**src/shared/gpio_ef_defines.svh**
```systemverilog
// Offsets, field positions and reset values for the two GPIO ports.
// Assumes the register port presents the low eight bits of the byte address.
`ifndef GPIO_EF_DEFINES_SVH
`define GPIO_EF_DEFINES_SVH

// Register offsets; each data latch answers at two aliased addresses.
`define OFS_FIRST_LATCH_A      8'h11
`define OFS_FIRST_LATCH_B      8'h13
`define OFS_FIRST_DIRECTION    8'h15
`define OFS_FIRST_FUNC_SELECT  8'h17
`define OFS_SECOND_LATCH_A     8'h19
`define OFS_SECOND_LATCH_B     8'h1B
`define OFS_SECOND_DIRECTION   8'h1D
`define OFS_SECOND_FUNC_SELECT 8'h1F

// Reset values.
`define RST_LATCH              8'h00
`define RST_DIRECTION          8'h00
`define RST_FUNC_ALL_DEDICATED 8'hFF
`define RST_FUNC_ALL_IO        8'h00
`define RD_IDLE                8'h00

// First port bit positions of the dedicated functions.
`define BIT_SIZE_HIGH          7
`define BIT_SIZE_LOW           6
`define BIT_ADDR_STROBE        5
`define BIT_DATA_STROBE        4
`define BIT_UNBONDED           3
`define BIT_AUTOVECTOR         2
`define BIT_ACK_ONE            1
`define BIT_ACK_ZERO           0

// Second port bit positions.
`define BIT_CLOCK_MODE         0

`endif

```
**src/shared/gpio_ef_pkg.sv**
```systemverilog
// Types shared by the GPIO port block and its bench.
// Assumes gpio_ef_defines.svh supplies the numeric constants.
package gpio_ef_pkg;

  // Software-visible state of one 8-bit port.
  typedef struct packed {
    logic [7:0] latch;
    logic [7:0] direction;
    logic [7:0] func_select;
  } port_regs_t;

  // Bus-control outputs that the first port carries in its dedicated role.
  typedef struct packed {
    logic [1:0] transfer_size;
    logic       addr_strobe_n;
    logic       data_strobe_n;
  } bus_ctrl_t;

  // Bus-control inputs that the first port delivers in its dedicated role.
  typedef struct packed {
    logic       autovector_request_n;
    logic       transfer_ack_one_n;
    logic       transfer_ack_zero_n;
  } bus_ack_t;

endpackage

```
**src/logic/gpio_ports_ef.sv**
```systemverilog
// Two 8-bit general-purpose ports of the system integration unit.
// Assumes pins are synchronous to clk and a register port with one-cycle read data.
//
// Implementation choices: the register offsets and the strobed register port.
`timescale 1ns/1ns
`include "gpio_ef_defines.svh"

// What this block does
// - First port writes land in its latch; output I/O pins drive latched bits.
// - First port reads give pin level for discrete inputs, latch otherwise.
// - First port latch is one register decoded at two addresses, always accessible.
// - Second port writes land in its latch; output I/O pins drive latched bits.
// - Second port reads pin for discrete inputs, latch otherwise; two aliased addresses.
// - Direction one makes an output, zero an input; both reset to zero.
// - First port direction register is readable and writable at any time.
// - First port function bit one gives bus control, zero gives plain I/O.
// - First port bits: 7,6 size, 5 address strobe, 4 data strobe, 2 autovector, 1,0 acks.
// - First port function register resets to all ones or zeros from bus bit eight.
// - First port bit 3 has no pin; function reads one, direction is plain storage, latch reads pin while stored function and direction bit 3 are zero.
// - Second port function bit one gives interrupt input on bits 7..1 (bit 0 pin is left undriven), zero gives plain I/O.
// - Second port bits 7..1 are interrupt levels 7..1, bit 0 clock-mode select.
// - Clock-mode select pin matters only while reset is applied.
// - Second port function register resets to all ones or zeros from bus bit nine.
module gpio_ports_ef
  import gpio_ef_pkg::*;
(
  // Clock and reset.
  input  wire logic       clk,
  input  wire logic       rst_n,
  // Register port.
  input  wire logic [7:0] reg_addr,
  input  wire logic [7:0] reg_wdata,
  input  wire logic       reg_wr,
  input  wire logic       reg_rd,
  output logic      [7:0] reg_rdata,
  // Configuration straps sampled while reset is held.
  input  wire logic       boot_bus_bit_eight,
  input  wire logic       boot_bus_bit_nine,
  // First port pins.
  input  wire logic [7:0] first_pin_in,
  output logic      [7:0] first_pin_out,
  output logic      [7:0] first_pin_oe,
  // Second port pins.
  input  wire logic [7:0] second_pin_in,
  output logic      [7:0] second_pin_out,
  output logic      [7:0] second_pin_oe,
  // Bus controller side of the first port's dedicated functions.
  input  wire bus_ctrl_t  bus_ctrl,
  output bus_ack_t        bus_ack,
  // Interrupt controller side of the second port's dedicated functions.
  output logic      [7:1] irq_level_n,
  output logic            clock_source_select_pin
);

  port_regs_t first_reg;
  port_regs_t second_reg;
  logic [7:0] rdata_reg;
  logic [7:0] first_out_reg;
  logic [7:0] first_oe_reg;
  logic [7:0] second_out_reg;
  logic [7:0] second_oe_reg;
  bus_ack_t   ack_reg;
  logic [7:1] irq_reg;
  logic       clock_mode_reg;

  // Address decode; the two aliases of each latch hit the same storage.
  wire logic hit_first_latch  = (reg_addr == `OFS_FIRST_LATCH_A)
                              || (reg_addr == `OFS_FIRST_LATCH_B);
  wire logic hit_first_dir    = (reg_addr == `OFS_FIRST_DIRECTION);
  wire logic hit_first_func   = (reg_addr == `OFS_FIRST_FUNC_SELECT);
  wire logic hit_second_latch = (reg_addr == `OFS_SECOND_LATCH_A)
                              || (reg_addr == `OFS_SECOND_LATCH_B);
  wire logic hit_second_dir   = (reg_addr == `OFS_SECOND_DIRECTION);
  wire logic hit_second_func  = (reg_addr == `OFS_SECOND_FUNC_SELECT);

  // Unbonded bit of the first port: its function bit always reads one and is forced to one on writes.
  wire logic [7:0] unbonded_mask = 8'h01 << `BIT_UNBONDED;

  // A pin reads back live only when it is plain I/O and set as an input.
  wire logic [7:0] first_is_input  = ~first_reg.func_select & ~first_reg.direction;
  wire logic [7:0] second_is_input = ~second_reg.func_select & ~second_reg.direction;
  wire logic [7:0] first_read  = (first_is_input & first_pin_in)
                               | (~first_is_input & first_reg.latch);
  wire logic [7:0] second_read = (second_is_input & second_pin_in)
                               | (~second_is_input & second_reg.latch);

  // Read multiplexer; unmapped addresses answer zero.
  wire logic [7:0] rd_mux =
      hit_first_latch  ? first_read :
      hit_first_dir    ? first_reg.direction :
      hit_first_func   ? (first_reg.func_select | unbonded_mask) :
      hit_second_latch ? second_read :
      hit_second_dir   ? second_reg.direction :
      hit_second_func  ? second_reg.func_select :
      `RD_IDLE;

  // Dedicated drive for the first port's output functions.
  wire logic [7:0] first_ded_out = {bus_ctrl.transfer_size, bus_ctrl.addr_strobe_n,
                                    bus_ctrl.data_strobe_n, 4'h0};
  wire logic [7:0] first_ded_oe  = (8'h01 << `BIT_SIZE_HIGH) | (8'h01 << `BIT_SIZE_LOW)
                                 | (8'h01 << `BIT_ADDR_STROBE) | (8'h01 << `BIT_DATA_STROBE);

  // Pin drive: dedicated pins ignore latch and direction; I/O pins follow them.
  wire logic [7:0] first_out_next = (first_reg.func_select & first_ded_out)
                                  | (~first_reg.func_select & first_reg.latch);
  wire logic [7:0] first_oe_next  = ((first_reg.func_select & first_ded_oe)
                                  | (~first_reg.func_select & first_reg.direction))
                                  & ~unbonded_mask;
  wire logic [7:0] second_out_next = ~second_reg.func_select & second_reg.latch;
  wire logic [7:0] second_oe_next  = ~second_reg.func_select & second_reg.direction;

  // Dedicated inputs pass through only when their pin is assigned; else inactive high.
  wire bus_ack_t ack_next = '{
    autovector_request_n: ~first_reg.func_select[`BIT_AUTOVECTOR]
                        | first_pin_in[`BIT_AUTOVECTOR],
    transfer_ack_one_n:   ~first_reg.func_select[`BIT_ACK_ONE]
                        | first_pin_in[`BIT_ACK_ONE],
    transfer_ack_zero_n:  ~first_reg.func_select[`BIT_ACK_ZERO]
                        | first_pin_in[`BIT_ACK_ZERO]};
  wire logic [7:1] irq_next = ~second_reg.func_select[7:1] | second_pin_in[7:1];

  // First port registers; the function register reloads from its strap during reset.
  always_ff @(posedge clk)
  begin
    if (!rst_n)
    begin
      first_reg.latch       <= `RST_LATCH;
      first_reg.direction   <= `RST_DIRECTION;
      first_reg.func_select <= boot_bus_bit_eight ? `RST_FUNC_ALL_DEDICATED
                                                  : `RST_FUNC_ALL_IO;
    end
    else if (reg_wr)
    begin
      if (hit_first_latch)
        first_reg.latch <= reg_wdata;
      if (hit_first_dir)
        first_reg.direction <= reg_wdata;
      if (hit_first_func)
        first_reg.func_select <= reg_wdata | unbonded_mask;
    end
  end

  // Second port registers, same pattern with the other strap.
  always_ff @(posedge clk)
  begin
    if (!rst_n)
    begin
      second_reg.latch       <= `RST_LATCH;
      second_reg.direction   <= `RST_DIRECTION;
      second_reg.func_select <= boot_bus_bit_nine ? `RST_FUNC_ALL_DEDICATED
                                                  : `RST_FUNC_ALL_IO;
    end
    else if (reg_wr)
    begin
      if (hit_second_latch)
        second_reg.latch <= reg_wdata;
      if (hit_second_dir)
        second_reg.direction <= reg_wdata;
      if (hit_second_func)
        second_reg.func_select <= reg_wdata;
    end
  end

  // Read data stands for exactly the cycle after the strobe, zero otherwise.
  always_ff @(posedge clk)
  begin
    if (!rst_n)
      rdata_reg <= `RD_IDLE;
    else
      rdata_reg <= reg_rd ? rd_mux : `RD_IDLE;
  end

  // Registered pin drivers; all pins float while reset is held.
  always_ff @(posedge clk)
  begin
    if (!rst_n)
    begin
      first_out_reg  <= 8'h00;
      first_oe_reg   <= 8'h00;
      second_out_reg <= 8'h00;
      second_oe_reg  <= 8'h00;
      ack_reg        <= '1;
      irq_reg        <= '1;
    end
    else
    begin
      first_out_reg  <= first_out_next;
      first_oe_reg   <= first_oe_next;
      second_out_reg <= second_out_next;
      second_oe_reg  <= second_oe_next;
      ack_reg        <= ack_next;
      irq_reg        <= irq_next;
    end
  end

  // Clock-mode pin is tracked only during reset and frozen afterwards, so later
  // toggling of that pin cannot disturb the clock source choice.
  always_ff @(posedge clk)
  begin
    if (!rst_n)
      clock_mode_reg <= second_pin_in[`BIT_CLOCK_MODE];
  end

  assign reg_rdata               = rdata_reg;
  assign first_pin_out           = first_out_reg;
  assign first_pin_oe            = first_oe_reg;
  assign second_pin_out          = second_out_reg;
  assign second_pin_oe           = second_oe_reg;
  assign bus_ack                 = ack_reg;
  assign irq_level_n             = irq_reg;
  assign clock_source_select_pin = clock_mode_reg;

endmodule

```
**config.mk**
```make
export PLATFORM = sky130hd
export DESIGN_NAME = gpio_ports_ef
export DESIGN_NICKNAME = d
export VERILOG_FILES = /design/src/shared/gpio_ef_pkg.sv /design/src/logic/gpio_ports_ef.sv
export VERILOG_INCLUDE_DIRS = /design/src /design/src/shared
export SDC_FILE = /design/constraint.sdc
export NUM_CORES = 1
export LEC_CHECK = 0
export BUFFER_PORTS_ARGS = -buffer_cell sky130_fd_sc_hd__buf_2
export CAP_MARGIN = 25
export CORE_UTILIZATION = 25
export CTS_CLUSTER_DIAMETER = 150
export CTS_CLUSTER_SIZE = 28
export DETAILED_ROUTE_END_ITERATION = 6
export PLACE_DENSITY_LB_ADDON = 0.12
export SLEW_MARGIN = 20
export SYNTH_ARGS = -nofsm -noshare
export SYNTH_HDL_FRONTEND = slang
export SYNTH_SLANG_ARGS = --single-unit
```
**constraint.sdc**
```tcl
create_clock -name clk -period 2.26 [get_ports clk]
set_clock_uncertainty 0.1 [all_clocks]
set_input_delay 0.113 -clock clk [delete_from_list [all_inputs] [get_ports clk]]
set_output_delay 0.113 -clock clk [all_outputs]
set_load 0.005 [all_outputs]
```
; After elaboration in Yosys (flattened, before gate mapping)
; Cells that the tools add are included.
[classes]
muxes = 14
n_reduce_logical = 9
bitwise = 29
eq_ne = 11
[op_table]
columns = operator, n
row1 = $mux 8, 14
row2 = $and 8x8->8, 11
row3 = $eq 8x5->1 const B, 8
row4 = $not 8->8, 6
row5 = $or 8x8->8, 4
row6 = $reduce_and 2->1, 7
row7 = $not 7->7, 1
row8 = $or 7x7->7, 1
row9 = $ne 2x1->1 const B, 3
row10 = $not 1->1, 3
row11 = $or 1x1->1, 3
row12 = $logic_or 1x1->1, 2
[word_totals]
word_cells = 80
reg_bits = 99
out_inout_bits = 51
input_bits = 42

; Longest topological paths before layout
[logic_depth]
ltp_word = 9
mapped_depth = 6

; Worst setup path before layout
; OpenSTA, ideal clock, no wires.
[synth_path]
kind = input to register
start = input reg_addr[5]
end = register first_reg[0] (netlist name) (enable)
path_stages = 3
slack_ns = 0.355
arrival_time_ns = 1.418
required_ns = 1.773
setup_ns = 0.387
path_cell_list = nor4b_4 > nand3_4 > o31ai_1
[synth_via]
elab_chain_len = 3
[synth_rtl]
columns = element, line_no
row1 = "start, declared", gpio_ports_ef.sv:31  ; input wire logic [7:0] reg_addr,
row2 = $eq 8x5->1 (no line), n/a
row3 = $ne 2x1->1 (no line), n/a
row4 = $reduce_and 2->1 (no line), n/a
row5 = "end, declared", gpio_ports_ef.sv:55  ; port_regs_t first_reg;
; No other way between the ends.
; A chain may end at the register's enable or synchronous reset.

; Worst setup path in the final report
[layout_path]
start = register second_reg[1] (netlist name)
end = register rdata_reg[1] (netlist: reg_rdata[1])
[layout_via]
elab_chain_len = 9
elab_cells_between_ends = 12
cone_classes = mux (6) / bitwise (6)
[layout_rtl]
columns = element, line_no
row1 = "start, declared", gpio_ports_ef.sv:56  ; port_regs_t second_reg;
row2 = $not 8->8, gpio_ports_ef.sv:81  ; wire logic [7:0] second_is_input = ~second_reg.func_select & ~second_reg.direction;
row3 = $and 8x8->8, gpio_ports_ef.sv:81
row4 = $not 8->8, gpio_ports_ef.sv:85  ; | (~second_is_input & second_reg.latch);
row5 = $and 8x8->8, gpio_ports_ef.sv:85
row6 = $or 8x8->8, gpio_ports_ef.sv:85
row7 = $mux 8 (no line) (*) (4 in a row), n/a
row8 = "end signal, assigned", gpio_ports_ef.sv:168  ; rdata_reg <= `RD_IDLE;
row9 = "end signal, assigned", gpio_ports_ef.sv:170  ; rdata_reg <= reg_rd ? rd_mux : `RD_IDLE;
row10 = "end, declared", gpio_ports_ef.sv:57  ; logic [7:0] rdata_reg;
; Mark *: on every way between the ends. The rest lies on a longest branch, timed or not.

==> flow_summary.json <==
{
  "async_flop_share_pct": 0,
  "setup_violations": 0,
  "clk_pin_slew_worst_paths_ns": 0.07,
  "setup_tns_ns": 0,
  "cp_top_family": "simple AND/OR/NAND/NOR gates",
  "viasPerCell": 4.61,
  "antenna_found_initial": 0,
  "antenna_left": 0,
  "leakage_nw": 2.01,
  "r2r-start": "second_reg[1]",
  "routed-via-count": 3069,
  "clkLatencyLatePin_ns": 0.35,
  "maxSlewHeadroom_pct": 60.4,
  "endpoint": "reg_rdata[1]",
  "cp_max_fo": 6,
  "yosysSeqAreaShare_pct": 56.7,
  "core-area_um2": 14600,
  "wl_per_cell_um": 16.7,
  "cts_buffers": 9,
  "grt_pass1_wl_um": 17400,
  "netlist_area_um2": 3760,
  "clkSinkCount": 98,
  "max_stage_delay_ns": 0.66,
  "crit_start": "second_reg[1]",
  "ff2ff_path_depth": 3,
  "max_cap_violations": 0,
  "htreeDepth": 3,
  "hold_slack_ns": 0.0319,
  "tightest_slew_ns": 0.594,
  "ys_types": 39,
  "synthTopCellsByCount": "dfxtp_1, nand2_1, nor2_1",
  "io_pins": 93,
  "grt_max_degree": 20,
  "fmax_ghz": 0.565,
  "grt_setup_unrepaired": "no",
  "peakVddDrop_mv": 0.279,
  "clock_tree.buffer_depth": 2,
  "root_buffer": "clkbuf_16",
  "startpoint_type": "flop",
  "num_rows": 44,
  "finalMaxSlewViolations": 0,
  "track_usage_pct": 14.8,
  "ys_seq_elements": 98,
  "hpwl_um": 7860,
  "synth_top_cell_area_share_pct": 43.1,
  "synth_top_cell_by_area": "dfxtp_1",
  "ys_warn_count": 0,
  "die_h_um": 125,
  "synth_area_per_cell_um2": 10.4,
  "dr.pass1.iters": 4,
  "synth-edff-count": 17,
  "path_buf_inv": 0,
  "cp.required_ns": 2.41,
  "powerDensity_nw_per_um2": 758,
  "setup.worst_path.class": "flop to flop",
  "synth.most_common_cell": "dfxtp_1",
  "finalHoldViolCount": 0,
  "arrival_ns": 1.92,
  "dieArea_um2": 15500,
  "grt_overflow": 0,
  "cp.depth": 3,
  "slowest_stage": "or4b_2",
  "drc_errors": 0,
  "routed_wl_um": 11100,
  "hold_path.class": "input pin to flop",
  "outcome": "completed",
  "reg2reg_to": "reg_rdata[1]",
  "drive_above_1_share_pct": 28.4,
  "cp-end-kind": "flop",
  "ys_top_cells_by_area": "dfxtp_1, edfxtp_1, mux2i_1",
  "start_util_pct": 25.8,
  "fin_nets": 519,
  "gp_congestion": 0.827,
  "grt_pass1_vias": 3190,
  "n_antenna_cell": 0,
  "area_growth_pct": 31.7,
  "cts_tree": "built",
  "die_w_um": 125,
  "drtIter0Drc": 162,
  "portBuffers": 91,
  "fin_crit_sh_pct": 78.3,
  "crit_chain": "or4b_2 -> a32o_1 -> nor3_1",
  "synthCells": 362,
  "min_period_ns": 1.77,
  "r2r_setup_slack_ns": 0.49,
  "ys.flop_type": "dfxtp_1",
  "synth_nets": 404
}
[cells in the final DEF, fill, tap and decap left out, types with 2 or more instances in the layout]
| cell | n |
|---|---|
| buf_2 | 91 |
| dfxtp_1 | 81 |
| clkbuf_16 | 9 |
| inv_1 | 3 |
| o21ai_0 | 15 |
| or4b_2 | 2 |
| a32o_1 | 2 |
| nand3b_1 | 10 |
| dlygate4sd3_1 | 17 |
| nand2b_1 | 2 |
| o211ai_1 | 7 |
| clkbuf_1 | 3 |
| o22ai_1 | 2 |
| clkbuf_8 | 2 |
| mux2i_1 | 29 |
| o22a_1 | 2 |
| nand2_1 | 53 |
| nor3b_1 | 22 |
| nand3_1 | 11 |
| nand4_1 | 3 |
| nor2_1 | 41 |
| buf_4 | 15 |
| nor3_4 | 2 |
| a21oi_1 | 7 |
| mux2_2 | 8 |
| o32a_1 | 8 |
| edfxtp_1 | 17 |
| nor3_1 | 3 |
[area by class of cell]
class                   count  area (µm²)
clock buffers              14         264
clock inverters             2        35.0
fillers                  1492        9640
inverters                   3        11.3
multi-input cells         242        1540
flip-flops and latches     98        2130
well taps                 184         230
repair buffers            123         738
[cell families (layout without fill, tap and decap cells)]
| kind of cell | count (synthesis) | in the layout | synth area share (%) |
|---|---|---|---|
| other | 1 | 1 | 0.0997 |
| AND/OR/NAND/NOR | 156 | 156 | 21.9 |
| buffers and inverters | 22 | 142 | 2.33 |
| AO/OA/AOI/OAI | 48 | 48 | 8.85 |
| multiplexers | 37 | 37 | 10.1 |
| flip-flops | 98 | 98 | 56.7 |
[repair_timing]
action	in CTS	in global routing
setup buffers	0	0
gates resized for setup	0	0
hold buffers	17	0
endpoints found under the hold margin	17	0
[stage by stage]
stage	total power, mW	util [%]	instance area (µm²)	worst slack [ns]	std cells
3_5_place_dp	2.21	30.7	4480	0.385	633
3_3_place_gp	2.20	30.7	4480	0.426	633
6_report	3.75	33.9	4950	0.490	666
2_1_floorplan	2.06	-	3760	0.355	362
4_1_cts	3.81	33.9	4950	0.498	666
5_1_grt	3.91	33.9	4950	0.418	666
[worst reg2reg max path: stages, from the launching register on]
cell and delay [ns]:
edfxtp_1 0.47, or4b_2 0.66, a32o_1 0.27, nor3_1 0.17
[layer usage]
metal  up-vias  track usage [%]  share of wire [%]
met5         -                0                  0
met4         0             7.02                2.5
met3        21             3.31                5.0
met2        91             23.9                 46
met1      1442             18.6                 46
li1       1515                -                  -
[worst min-delay path by stage]
stage	from	endpoint	slack, ns	depth (start not counted)
floorplan	second_pin_in[0]	clock_source_select_pin	0.11	0
global placement	second_pin_in[0]	clock_source_select_pin	0.21	1
detailed placement	second_pin_in[0]	clock_source_select_pin	0.22	1
CTS	rst_n	irq_level_n[4]	0.02	2
global route	rst_n	irq_level_n[3]	0.06	2
finish	rst_n	irq_level_n[4]	0.03	2
[report_power, final]
| part | switching, mW | internal [mW] |
|---|---|---|
| Sequential | 0.0409 | 1.83 |
| Combinational | 0.173 | 0.142 |
| Clock | 0.647 | 0.919 |
| Total | 0.861 | 2.89 |
No activity file was read; power rests on OpenSTA's default activity.
